**src/ppasw_defines.svh**
```systemverilog
`ifndef PPASW_DEFINES_SVH
`define PPASW_DEFINES_SVH
// Register byte addresses.
`define PPASW_ADDR_CTRL 4'h0
`define PPASW_ADDR_SDCTL 4'h4
`define PPASW_ADDR_SDSRC 4'h8
`define PPASW_ADDR_STAT 4'hC
// Control register fields.
`define PPASW_CTRL_EN 0
`define PPASW_CTRL_PP 1
`define PPASW_CTRL_POLA 2
`define PPASW_CTRL_POLB 3
`define PPASW_CTRL_INVC 4
`define PPASW_CTRL_INVD 5
`define PPASW_CTRL_STEER_LO 8
`define PPASW_CTRL_STEER_HI 11
// Shutdown control fields.
`define PPASW_SD_LVBD_LO 2
`define PPASW_SD_LVBD_HI 3
`define PPASW_SD_LVAC_LO 4
`define PPASW_SD_LVAC_HI 5
`define PPASW_SD_REN 6
`define PPASW_SD_SHUT 7
// Status fields.
`define PPASW_ST_FLAG 0
`define PPASW_ST_PHASE 1
// Override level encodings.
`define PPASW_LVL_INACT 2'h0
`define PPASW_LVL_FLOAT 2'h1
`define PPASW_LVL_LOW 2'h2
`define PPASW_LVL_HIGH 2'h3
`define PPASW_NSRC 6
`define PPASW_ZERO32 32'h0000_0000
`endif

```
**src/ppasw_pkg.sv**
```systemverilog
package ppasw_pkg;
   typedef struct packed {
      logic enable;
      logic pushPull;
      logic polA;
      logic polB;
      logic out_c_invert;
      logic out_d_invert;
      logic [3:0] steer;
   } ppasw_ctrl_t;
   typedef struct packed {
      logic [1:0] override_level_bd;
      logic [1:0] override_level_ac;
      logic restartEn;
   } ppasw_sdcfg_t;
   typedef struct packed {
      logic outA;
      logic outB;
      logic outC;
      logic outD;
   } ppasw_quad_t;
endpackage

```
**src/ppasw_top.sv**
```systemverilog
// Function
// Push-pull alternates successive input pulses between outputs A and B.
// Steering configuration is ignored while push-pull mode is selected.
// Sequencer resets when the module is off or on shutdown.
// First pulse after sequencer reset appears on output A.
// Outputs C and D copy A and B with their own inversion.
// Entering shutdown forces safe levels at once, no software action.
// Software setting the shutdown bit forces the shutdown state.
// Without auto restart, shutdown holds while the bit stays set.
// With auto restart, bit clears itself; resumes at next rising data.
// Shutdown bit shows shutdown; hardware and software may set or clear.
// Any enabled active source forces override levels immediately.
// All sources are active low: pin, three timers, two comparators.
// A source counts only when its enable bit is set.
// Sources are level sensitive; release needs removal or disabling.
// One field sets B and D levels, another sets A and C.
// Setting the shutdown bit by any means sets the event flag.
// Every shutdown cause must be gone before any restart.
// Software clears the bit after sources go when auto restart is off.
// After software clear, output resumes at next rising data edge.
// Software clear is ignored while a shutdown condition persists.
// With auto restart, hardware clears the bit once causes are gone.
// Hardware shutdown beats a same-cycle software clear.
`timescale 1ns/1ps
`default_nettype none
`include "ppasw_defines.svh"
module ppasw_top
   import ppasw_pkg::*;
#(
   parameter int NSRC = `PPASW_NSRC
)
(
   input wire logic sys_clk,
   input wire logic rst,
   input wire logic [3:0] regAddr,
   input wire logic [31:0] regWdata,
   input wire logic regWr,
   input wire logic regRd,
   output logic [31:0] regRdata,
   input wire logic dataIn,
   input wire logic [NSRC-1:0] srcLowN,
   output logic output_a,
   output logic output_b,
   output logic output_c,
   output logic output_d,
   output logic [3:0] outEn,
   output logic shutdown_event_flag
);
   typedef enum logic [1:0] {RUN, SHUT, WAITEDGE} ppasw_mode_t;
   typedef struct packed {
      ppasw_ctrl_t ctrl;
      ppasw_sdcfg_t sd;
      logic [NSRC-1:0] srcOn;
      logic shut;
      logic flag;
      ppasw_mode_t mode;
      logic phaseB;
      logic dataPrev;
      ppasw_quad_t outs;
      logic [3:0] oe;
      logic [31:0] rdata;
   } ppasw_state_t;

   ppasw_state_t st_r;
   ppasw_state_t st_nxt;
   logic srcActive;
   logic [3:0] ovVal;
   logic [3:0] ovDrv;
   logic [3:0] normal;
   logic [3:0] inv;
   logic [3:0] forcedV;
   logic [7:0] levels;

   // Sources are combined without a register so a fault overrides the
   // outputs on the next edge; a glitch on a source is not filtered out.
   ppasw_src_filter #(.NSRC(NSRC)) i_ppasw_src_filter (
      .srcLowN(srcLowN),
      .source_on_bits(st_r.srcOn),
      .active(srcActive)
   );

   // The edge detector resets to zero, the idle level of the data input,
   // so no false rising edge follows reset.
   wire logic rise = dataIn & ~st_r.dataPrev;
   wire logic wrSd = regWr && regAddr == `PPASW_ADDR_SDCTL;
   wire logic swSet = wrSd && regWdata[`PPASW_SD_SHUT];
   wire logic swClr = wrSd && !regWdata[`PPASW_SD_SHUT];
   wire logic enterShut = (srcActive || swSet) && !st_r.shut;

   // Normal waveform: push-pull alternates, otherwise steered A and C follow the input, B and D its inverse.
   always_comb
   begin
      normal = 4'h0;
      if (st_r.ctrl.enable && st_r.mode == RUN)
      begin
         if (st_r.ctrl.pushPull)
         begin
            // Steering field is deliberately not consulted here.
            normal[3] = dataIn & ~st_r.phaseB;
            normal[2] = dataIn & st_r.phaseB;
            normal[1] = normal[3];
            normal[0] = normal[2];
         end
         else
         begin
            normal[3] = dataIn & st_r.ctrl.steer[3];
            normal[2] = ~dataIn & st_r.ctrl.steer[2];
            normal[1] = dataIn & st_r.ctrl.steer[1];
            normal[0] = ~dataIn & st_r.ctrl.steer[0];
         end
      end
   end

   assign inv = {st_r.ctrl.polA, st_r.ctrl.polB,
      st_r.ctrl.out_c_invert, st_r.ctrl.out_d_invert};
   // A source forces the outputs on the next edge after it appears.
   assign forcedV = {4{st_r.shut | srcActive | swSet}};
   assign levels = {st_r.sd.override_level_ac, st_r.sd.override_level_bd,
      st_r.sd.override_level_ac, st_r.sd.override_level_bd};

   genvar gi;
   generate
      for (gi = 0; gi < 4; gi++)
      begin : g_ov
         ppasw_override i_ppasw_override (
            .normal(normal[gi]),
            .invert(inv[gi]),
            .forced(forcedV[gi]),
            .level(levels[2*gi+1:2*gi]),
            .value(ovVal[gi]),
            .drive(ovDrv[gi])
         );
      end
   endgenerate

   always_comb
   begin
      st_nxt = st_r;
      st_nxt.dataPrev = dataIn;
      st_nxt.flag = st_r.flag;
      if (regWr)
      begin
         case (regAddr)
            `PPASW_ADDR_CTRL:
            begin
               st_nxt.ctrl.enable = regWdata[`PPASW_CTRL_EN];
               st_nxt.ctrl.pushPull = regWdata[`PPASW_CTRL_PP];
               st_nxt.ctrl.polA = regWdata[`PPASW_CTRL_POLA];
               st_nxt.ctrl.polB = regWdata[`PPASW_CTRL_POLB];
               st_nxt.ctrl.out_c_invert = regWdata[`PPASW_CTRL_INVC];
               st_nxt.ctrl.out_d_invert = regWdata[`PPASW_CTRL_INVD];
               st_nxt.ctrl.steer =
                  regWdata[`PPASW_CTRL_STEER_HI:`PPASW_CTRL_STEER_LO];
            end
            `PPASW_ADDR_SDCTL:
            begin
               st_nxt.sd.override_level_bd =
                  regWdata[`PPASW_SD_LVBD_HI:`PPASW_SD_LVBD_LO];
               st_nxt.sd.override_level_ac =
                  regWdata[`PPASW_SD_LVAC_HI:`PPASW_SD_LVAC_LO];
               st_nxt.sd.restartEn = regWdata[`PPASW_SD_REN];
            end
            `PPASW_ADDR_SDSRC: st_nxt.srcOn = regWdata[NSRC-1:0];
            `PPASW_ADDR_STAT:
               // Writing one clears the flag; a new event still wins.
               if (regWdata[`PPASW_ST_FLAG])
                  st_nxt.flag = 1'b0;
            default: st_nxt.rdata = st_r.rdata;
         endcase
      end

      // Shutdown bit bookkeeping.
      // Hardware set is tested first, so it beats a same-cycle clear.
      if (srcActive || swSet)
         st_nxt.shut = 1'b1;
      else if (st_r.shut && swClr && !st_r.sd.restartEn)
         st_nxt.shut = 1'b0;
      else if (st_r.shut && st_r.sd.restartEn)
         st_nxt.shut = 1'b0;
      if (enterShut)
         st_nxt.flag = 1'b1;

      // Leaving shutdown parks in WAITEDGE so a pulse already high at
      // release is not delivered as a runt.
      // Operating mode.
      case (st_r.mode)
         RUN: if (st_nxt.shut) st_nxt.mode = SHUT;
         SHUT: if (!st_nxt.shut) st_nxt.mode = WAITEDGE;
         WAITEDGE:
            if (st_nxt.shut)
               st_nxt.mode = SHUT;
            else if (rise)
               st_nxt.mode = RUN;
         default: st_nxt.mode = SHUT;
      endcase

      // Sequencer advances on each falling input edge.
      if (!st_r.ctrl.enable || st_nxt.shut || st_r.mode != RUN)
         st_nxt.phaseB = 1'b0;
      else if (st_r.dataPrev && !dataIn)
         st_nxt.phaseB = ~st_r.phaseB;

      st_nxt.outs = {ovVal[3], ovVal[2], ovVal[1], ovVal[0]};
      st_nxt.oe = ovDrv;

      st_nxt.rdata = `PPASW_ZERO32;
      if (regRd)
      begin
         case (regAddr)
            `PPASW_ADDR_CTRL:
            begin
               st_nxt.rdata[`PPASW_CTRL_EN] = st_r.ctrl.enable;
               st_nxt.rdata[`PPASW_CTRL_PP] = st_r.ctrl.pushPull;
               st_nxt.rdata[`PPASW_CTRL_POLA] = st_r.ctrl.polA;
               st_nxt.rdata[`PPASW_CTRL_POLB] = st_r.ctrl.polB;
               st_nxt.rdata[`PPASW_CTRL_INVC] = st_r.ctrl.out_c_invert;
               st_nxt.rdata[`PPASW_CTRL_INVD] = st_r.ctrl.out_d_invert;
               st_nxt.rdata[`PPASW_CTRL_STEER_HI:`PPASW_CTRL_STEER_LO] =
                  st_r.ctrl.steer;
            end
            `PPASW_ADDR_SDCTL:
            begin
               st_nxt.rdata[`PPASW_SD_LVBD_HI:`PPASW_SD_LVBD_LO] =
                  st_r.sd.override_level_bd;
               st_nxt.rdata[`PPASW_SD_LVAC_HI:`PPASW_SD_LVAC_LO] =
                  st_r.sd.override_level_ac;
               st_nxt.rdata[`PPASW_SD_REN] = st_r.sd.restartEn;
               st_nxt.rdata[`PPASW_SD_SHUT] = st_r.shut;
            end
            `PPASW_ADDR_SDSRC: st_nxt.rdata[NSRC-1:0] = st_r.srcOn;
            `PPASW_ADDR_STAT:
            begin
               st_nxt.rdata[`PPASW_ST_FLAG] = st_r.flag;
               st_nxt.rdata[`PPASW_ST_PHASE] = st_r.phaseB;
            end
            default: st_nxt.rdata = `PPASW_ZERO32;
         endcase
      end
   end

   always_ff @(posedge sys_clk)
   begin
      if (rst)
      begin
         st_r <= '0;
         st_r.mode <= RUN;
      end
      else
         st_r <= st_nxt;
   end

   // Outputs lag the resolver by one cycle since every output is registered.
   assign output_a = st_r.outs.outA;
   assign output_b = st_r.outs.outB;
   assign output_c = st_r.outs.outC;
   assign output_d = st_r.outs.outD;
   assign outEn = st_r.oe;
   assign shutdown_event_flag = st_r.flag;
   assign regRdata = st_r.rdata;

   a_shut_forces: assert property (@(posedge sys_clk) disable iff (rst)
      (srcActive && st_r.sd.override_level_ac == `PPASW_LVL_HIGH)
      |=> output_a && output_c)
      else $error("Override level not applied after source went active");

   a_flag_sets: assert property (@(posedge sys_clk) disable iff (rst)
      (!st_r.shut && srcActive) |=> shutdown_event_flag)
      else $error("Event flag not set on shutdown");

   a_hw_beats_clr: assert property (@(posedge sys_clk) disable iff (rst)
      (srcActive && swClr) |=> st_r.shut)
      else $error("Software clear won over hardware shutdown");

   a_clr_ignored: assert property (@(posedge sys_clk) disable iff (rst)
      (st_r.shut && srcActive) |=> st_r.shut)
      else $error("Shutdown bit cleared while source active");

   a_hold_noren: assert property (@(posedge sys_clk) disable iff (rst)
      (st_r.shut && !st_r.sd.restartEn && !wrSd) |=> st_r.shut)
      else $error("Shutdown dropped without software clear");

   a_auto_clear: assert property (@(posedge sys_clk) disable iff (rst)
      (st_r.shut && st_r.sd.restartEn && !srcActive && !swSet)
      |=> !st_r.shut)
      else $error("Auto restart did not clear shutdown bit");

   a_wait_edge: assert property (@(posedge sys_clk) disable iff (rst)
      (st_r.mode == WAITEDGE && !dataIn) |=> st_r.mode != RUN)
      else $error("Resumed without a rising data edge");

   a_seq_reset: assert property (@(posedge sys_clk) disable iff (rst)
      (!st_r.ctrl.enable || st_r.shut) |=> !st_r.phaseB)
      else $error("Sequencer not reset");

   a_pp_exclusive: assert property (@(posedge sys_clk) disable iff (rst)
      (st_r.ctrl.pushPull && !st_r.shut && !srcActive && !swSet
      && !st_r.ctrl.polA && !st_r.ctrl.polB)
      |=> !(output_a && output_b))
      else $error("Push-pull outputs high together");

   // Checks on output resolution, the sequencer, the shutdown bit, the operating mode and the event flag.
   a_flag_sticky: assert property (@(posedge sys_clk) disable iff (rst)
      (st_r.flag && !(regWr && regAddr == `PPASW_ADDR_STAT
      && regWdata[`PPASW_ST_FLAG])) |=> st_r.flag)
      else $error("Event flag dropped without a clear");

   a_sw_sets: assert property (@(posedge sys_clk) disable iff (rst)
      swSet |=> st_r.shut)
      else $error("Software set did not enter shutdown");

   a_src_holds: assert property (@(posedge sys_clk) disable iff (rst)
      srcActive |=> st_r.shut)
      else $error("Active source did not hold shutdown");

   a_float_bd: assert property (@(posedge sys_clk) disable iff (rst)
      (st_r.shut && st_r.sd.override_level_bd == `PPASW_LVL_FLOAT)
      |=> !outEn[2] && !outEn[0])
      else $error("Float override still drives B or D");

   a_low_ac: assert property (@(posedge sys_clk) disable iff (rst)
      (st_r.shut && st_r.sd.override_level_ac == `PPASW_LVL_LOW)
      |=> !output_a && !output_c)
      else $error("Low override not applied to A and C");

   a_resume_edge: assert property (@(posedge sys_clk) disable iff (rst)
      (st_r.mode == WAITEDGE && rise && !srcActive && !swSet)
      |=> st_r.mode == RUN)
      else $error("Rising data edge did not resume output");

   a_c_follows_a: assert property (@(posedge sys_clk) disable iff (rst)
      (st_r.ctrl.pushPull && !st_r.shut && !srcActive && !swSet && !regWr)
      |=> output_c == (output_a ^ st_r.ctrl.polA ^ st_r.ctrl.out_c_invert))
      else $error("Output C does not follow output A");

   a_d_follows_b: assert property (@(posedge sys_clk) disable iff (rst)
      (st_r.ctrl.pushPull && !st_r.shut && !srcActive && !swSet && !regWr)
      |=> output_d == (output_b ^ st_r.ctrl.polB ^ st_r.ctrl.out_d_invert))
      else $error("Output D does not follow output B");

   a_first_on_a: assert property (@(posedge sys_clk) disable iff (rst)
      (st_r.ctrl.pushPull && !st_r.phaseB && !st_r.shut && !srcActive
      && !swSet && !regWr) |=> output_b == st_r.ctrl.polB)
      else $error("Pulse on B while sequencer points at A");

   a_flag_quiet: assert property (@(posedge sys_clk) disable iff (rst)
      (!st_r.flag && !st_r.shut && !srcActive && !swSet) |=> !st_r.flag)
      else $error("Event flag set without a shutdown");
endmodule
`default_nettype wire

```
**src/ppasw_override.sv**
```systemverilog
`timescale 1ns/1ps
`default_nettype none
`include "ppasw_defines.svh"
// Resolves one output: its normal level, or the forced safe level.
module ppasw_override
   import ppasw_pkg::*;
(
   input wire logic normal,
   input wire logic invert,
   input wire logic forced,
   input wire logic [1:0] level,
   output logic value,
   output logic drive
);
   always_comb
   begin
      value = normal ^ invert;
      drive = 1'b1;
      if (forced)
      begin
         case (level)
            `PPASW_LVL_INACT: value = invert;
            `PPASW_LVL_FLOAT:
            begin
               value = 1'b0;
               drive = 1'b0;
            end
            `PPASW_LVL_LOW: value = 1'b0;
            `PPASW_LVL_HIGH: value = 1'b1;
            default: value = 1'b0;
         endcase
      end
   end
endmodule
`default_nettype wire

```
**src/ppasw_src_filter.sv**
```systemverilog
`timescale 1ns/1ps
`default_nettype none
`include "ppasw_defines.svh"
// Combines active-low, individually enabled shutdown sources into one level.
module ppasw_src_filter
   import ppasw_pkg::*;
#(
   parameter int NSRC = `PPASW_NSRC
)
(
   input wire logic [NSRC-1:0] srcLowN,
   input wire logic [NSRC-1:0] source_on_bits,
   output logic active
);
   assign active = |(~srcLowN & source_on_bits);
endmodule
`default_nettype wire

```
**config.mk**
```make
export PLATFORM = sky130hd
export DESIGN_NAME = ppasw_top
export DESIGN_NICKNAME = d
export VERILOG_FILES = /design/src/ppasw_pkg.sv /design/src/ppasw_top.sv /design/src/ppasw_override.sv /design/src/ppasw_src_filter.sv
export VERILOG_INCLUDE_DIRS = /design/src
export SDC_FILE = /design/constraint.sdc
export NUM_CORES = 1
export LEC_CHECK = 0
export ABC_AREA = 1
export BUFFER_PORTS_ARGS = -buffer_cell sky130_fd_sc_hd__clkbuf_2
export CAP_MARGIN = 25
export CORE_AREA = 2 2 86 88
export CTS_CLUSTER_SIZE = 12
export DETAILED_ROUTE_END_ITERATION = 8
export DIE_AREA = 0 0 88 90
export MAX_ROUTING_LAYER = met4
export PLACE_DENSITY = 0.68
export REMOVE_ABC_BUFFERS = 1
export SYNTH_ARGS = -nofsm -noshare
export SYNTH_HDL_FRONTEND = slang
export SYNTH_SLANG_ARGS = --single-unit
```
**constraint.sdc**
```tcl
create_clock -name sys_clk -period 2.3 [get_ports sys_clk]
set_input_delay 0.345 -clock sys_clk [delete_from_list [all_inputs] [get_ports sys_clk]]
set_output_delay 0.345 -clock sys_clk [all_outputs]
set_load 0.05 [all_outputs]
```
# Word level (Yosys, flattened, before mapping)
# Index checks and enable logic that the tools add are counted.
word_totals:
  register_bits: 67
  output_inout_bits: 41
  input_bits: 47
  word_cells: 125
op_classes:
  mux: 28
  bitwise_logic: 21
  n_reduce_logical: 37
  eq_ne: 14
op_table:
  columns: ["op", "count"]
  rows:
  - ["two-way mux 1 bit", 15]
  - ["one-hot mux 1 bit (3 select lines)", 4]
  - ["one-hot mux 2 bit (3 select lines)", 2]
  - ["one-hot mux 4 bit (3 select lines)", 1]
  - ["== test 2 bit (second input constant)", 5]
  - ["logical AND 1 bit", 9]
  - ["== test 4 bit (second input constant)", 2]
  - ["two-way mux 2 bit", 4]
  - ["two-way mux 4 bit", 2]
  - ["nonzero test 2 bit", 4]
  - ["OR reduction 2 bit", 4]
  - ["bitwise AND 1 bit", 7]
  - ["bitwise AND 6 bit", 1]
  - ["== test 2 x 1 -> 1 bit (second input constant)", 3]
  - ["zero test 2 bit", 3]
  - ["inverter 1 bit", 6]
  - ["inverter 6 bit", 1]
  - ["AND reduction 2 bit", 3]
  - ["AND reduction 3 bit", 2]
  - ["OR reduction 3 bit", 2]
  - ["OR reduction 6 bit", 1]
  - ["zero test 1 bit", 5]
  - ["== test 4 x 3 -> 1 bit (second input constant)", 1]
  - ["zero test 4 bit", 1]
  - ["other kinds (5)", 12]

# Longest topological paths before layout
logic_depth:
  depth_word: 10
  mapped_depth: 9
  depth_no_buf: 9

# By module
# From an unflattened synthesis, not the netlist that was laid out.
unflattened:
  cells_unflattened: 354
  area_unflattened_um2: 2433.6
modules_own_cells:
  columns: ["mod", "instances", "seq_area_each_um2", "cells_each", "area_each_um2"]
  rows:
  - ["ppasw_top", 1, 940.9, 281, 2128.3]
  - ["ppasw_override", 4, 0.0, 14, 60.1]
  - ["ppasw_src_filter", 1, 0.0, 17, 65.1]

# Worst setup path before layout
# Ideal clock, no wire load.
synth_timing:
  path_type: "input to register"
  startpoint: "in regAddr[1]"
  endpoint: "reg st_r[42] (netlist bit)"
  required_ps: 2187
  path_buffers: 0
  slack_ps: 1180
  path_stages: 8
  t_arrival_ps: 1008
  setup_ps: 113
  cell_sequence: "nor2_8 inv_2 nor3_4 nand2_1 nand3_1 nand2_2 nand2_2 nand2_1"
synth_between:
  elab_chain_cells: 9
  word_cells_on_any_way: 15
  cone_classes: "eq/ne: 4; mux: 4; reduce/logical: 7"
synth_rtl:
  columns: ["item", "line_no", "text"]
  rows:
  - ["start, declared", "ppasw_top.sv:35", "input wire logic [3:0] regAddr,"]
  - ["== test 4 x 3 -> 1 bit *", null, null]
  - ["logical AND 1 bit (no line) *", null, null]
  - ["logical AND 1 bit", "ppasw_top.sv:87", "wire logic swClr = wrSd && !regWdata[`PPASW_SD_SHUT];"]
  - ["logical AND 1 bit (2 in a row)", "ppasw_top.sv:176", "else if (st_r.shut && swClr && !st_r.sd.restartEn)"]
  - ["two-way mux 1 bit", "ppasw_top.sv:176", null]
  - ["two-way mux 1 bit *", "ppasw_top.sv:174", "if (srcActive || swSet)"]
  - ["!= test 3 bit (no line) (tied with other cells)", null, null]
  - ["AND reduction 3 bit (no line) or one-hot mux 2 bit (3 select lines) (tied branches)", null, null]
  - ["end signal, assigned", "ppasw_top.sv:249", "st_r <= st_nxt;"]
  - ["end, declared", "ppasw_top.sv:64", "ppasw_state_t st_r;"]
# Every way passes the cells marked *; elsewhere a longest branch is shown, timed or not.
# A chain may end at the register's enable or synchronous reset.

# Final worst setup path
layout_timing:
  startpoint: "reg st_r[51] (netlist bit)"
  endpoint: "reg st_r, in the netlist output_d"
layout_between:
  elab_chain_cells: 5
layout_rtl:
  columns: ["item", "line_no", "text"]
  rows:
  - ["bitwise AND 6 bit", "ppasw_src_filter.sv:15", "assign active = |(~srcLowN & source_on_bits);"]
  - ["OR reduction 6 bit", "ppasw_src_filter.sv:15", null]
  - ["OR 1 bit (2 in a row)", "ppasw_top.sv:117", "assign forcedV = {4{st_r.shut | srcActive | swSet}};"]
  - ["two-way mux 1 bit", "ppasw_override.sv:19", "if (forced)"]
# Every way passes these cells.

==> metrics.md <==
| Metric | Value |
|---|---|
| Library cells used by synthesis | `29` |
| Pin count of the biggest net entering global routing | `21` |
| Crit Path Max Fanout | `10` |
| CTS tree | `built` |
| PD cells | `643 nW/µm²` |
| Num ports | `88` |
| Final core utilization | `35.1%` |
| Most common cell in the netlist | `nand2_1` |
| CP arrival | `~1500 ps` |
| Yosys reg bits | `45` |
| Root Driver | `clkbuf_8` |
| Max_cap viols | `0` |
| Worst Hold Class | `in2reg` |
| Gr usage total | `13.3%` |
| Register area | `901 µm²` |
| Yosys top cell area share | `between 40% and 50%` |
| Clock Latency Late Sink | `300 ps` |
| CTS Hold Bufs | `0` |
| Die H | `around 90 µm` |
| Tmin final | `approximately 1300 ps` |
| Period Utilization, post-route | `between 50 and 60%` |
| Drt wl/cell | `11.5 µm` |
| Post-cts resize count | `0` |
| Multi-input gate area | `922 µm²` |
| DP Wirelength | `approximately 3800 µm` |
| Die area | `roughly 7900 µm²` |
| Pre-Repair DR Iteration Count | `4` |
| Synth cell count leaders | `53 x nand2_1, 45 x dfxtp_1, 41 x inv_1` |
| Reg clk slew, reported paths | `90 ps` |
| Yosys warns | `0` |
| Final setup viols | `0` |
| CTS max path bufs | `2` |
| TritonCTS Buffers | `5` |
| Core Rows | `31` |
| Post-Syn Area | `~2200 µm²` |
| Final wirelength | `5020 µm` |
| Number of global-route vias before repair | `1744` |
| Synth area leader | `dfxtp_1` |
| Post-CTS setup buffer count | `0` |
| Number of synthesized flops with an enable pin | `0` |
| Antenna Diode Count | `0` |
| Ratio of cells with drive above 1 in the final layout | `between 20% and 30%` |
| Critical path launch point type | `flip-flop` |
| Crit. End Element | `flip-flop` |
| Via count | `roughly 1900` |
| Cell Area, Placed | `2370 µm²` |
| DR DRC count | `0` |
| Design Area, Final | `2460 µm²` |
| Buffers on Ports | `47` |
| Starting density of the core | `between 30% and 40%` |
| Synthesis-to-layout area growth | `9.57%` |
| Setup_tns | `0 ps` |
| Layout Skew | `9.07 ps` |
| Worst Hold Depth | `3` |
| CP required | `2490 ps` |
| Core Region | `7020 µm²` |
| Slew Viols, Final | `0` |
| Vias per cell | `~4.3` |
| H-tree levels | `2` |
| Hold Vio Cnt, Final | `0` |
| P_leak | `1.17 nW` |
| Fraction of registers with async set/reset | `0%` |
| Peak VDD IR | `between 200 and 250 µV` |
| Mean post-synth cell area | `roughly 7.3 µm²` |
| Synthesized instance count | `306` |
| Fillers | `around 770` |
| Number of routed nets with antenna violations | `0` |
| Remaining global-route overflow | `0` |
| Rel. slew slack | `56.8%` |
| Timing-limited maximum frequency | `between 700 and 800 MHz` |
| Sequential-to-total area share from yosys stat | `40.1%` |
| R2R cell count | `6` |
| RSZ-0062 raised after global routing | `false` |
| Outcome | `completed` |
| First-pass GRT wire length | `~8100 µm` |
| DIE WIDTH | `88 µm` |
| Iteration-0 DRC count of the detailed router | `104` |
| Initial antenna violation count | `0` |
| Crit Path Class | `reg2reg` |
| Ys flop type | `dfxtp_1` |
| Final Wtd Congestion | `roughly 0.85` |
| Final net count | `386` |
| Clock Sinks | `45` |
| Top cells by area, synth | `dfxtp_1 40%, buf_4 12%, nand2_1 8.8%` |
| Slew @ Worst Pin | `646 ps` |
## layer usage
metal,GRT usage (%),share of wire [%],up-vias,wire length (µm)
li1,-,-,978,-
met1,17.7,46,823,2290
met2,20.3,46,72,2300
met3,3.40,7.6,6,381
met4,3.21,1.1,0,53
met5,-,0,-,0
## metrics by stage
step	hold WS [ps]	setup WS, ps	power (mW)	instances
2_1_floorplan	414	1050	1.03	284
5_1_grt	320	787	1.66	438
3_5_place_dp	459	731	1.10	431
3_3_place_gp	444	737	1.10	431
6_report	310	951	1.59	438
4_1_cts	312	996	1.60	438
## registers in the layout, summed over array words and instances (netlist names)
name and cells:
regRdata 12, output_c 1, shutdown_event_flag 1, st_r 18, inv 4, levels 4, outEn 2, output_b 1
output_a 1, output_d 1
## power breakdown
part	internal [mW]	switching, mW
clock network	0.238	0.266
logic	0.0574	0.212
registers	0.801	0.0115
## worst paths after layout
| check | from | endpoint | slack (ps) |
|---|---|---|---|
| worst max-delay path | st_r[51]$_SDFFE_PP0P_ | output_d$_SDFF_PP0_ | 950 |
| worst min-delay path | regWdata[9] | st_r[58]$_SDFFE_PP0P_ | 310 |
| worst max register to register | st_r[51]$_SDFFE_PP0P_ | output_d$_SDFF_PP0_ | 950 |
| worst min register to register | st_r[58]$_SDFFE_PP0P_ | regRdata[9]$_SDFF_PP0_ | 470 |
## cell usage in the layout (no fill, tap or decap), drive strengths merged
master	n
nand4	4
conb	20
clkinv	1
o31ai	1
xnor2	1
a21oi	27
o211ai	1
buf	1
o22ai	1
o221ai	4
nor3	3
inv	48
clkinvlp	1
dfxtp	45
nand2	57
clkbuf	53
nor2	32
nand3	14
o21ai	25
## logic make-up (layout without fill, tap and decap cells)
group | count (synthesis) | in the layout | share of synthesized area (%)
AO/OA/AOI/OAI | 59 | 59 | 14.2
XOR/XNOR | 1 | 1 | 0.390
buffers and inverters | 90 | 104 | 22.1
flip-flops | 45 | 45 | 40.1
other | 1 | 20 | 0.167
AND/OR/NAND/NOR | 110 | 110 | 23.0
## critical path, stage by stage, from the launching register on
cell,delay [ps]
dfxtp_1,320
nand2_1,90
nand2_1,60
nor2_1,210
nand4_2,330
nor2_1,180
nor2_1,60
## final cells by class
class / instances / share of cell area (%)
multi-input combinational: 190 / 37.4
sequential: 45 / 36.6
timing repair buffer: 48 / 9.85
inverter: 49 / 7.47
tap: 99 / 5.03
clock buffer: 6 / 3.35
clock inverter: 1 / 0.305
Power figures use the tool's default switching activity.
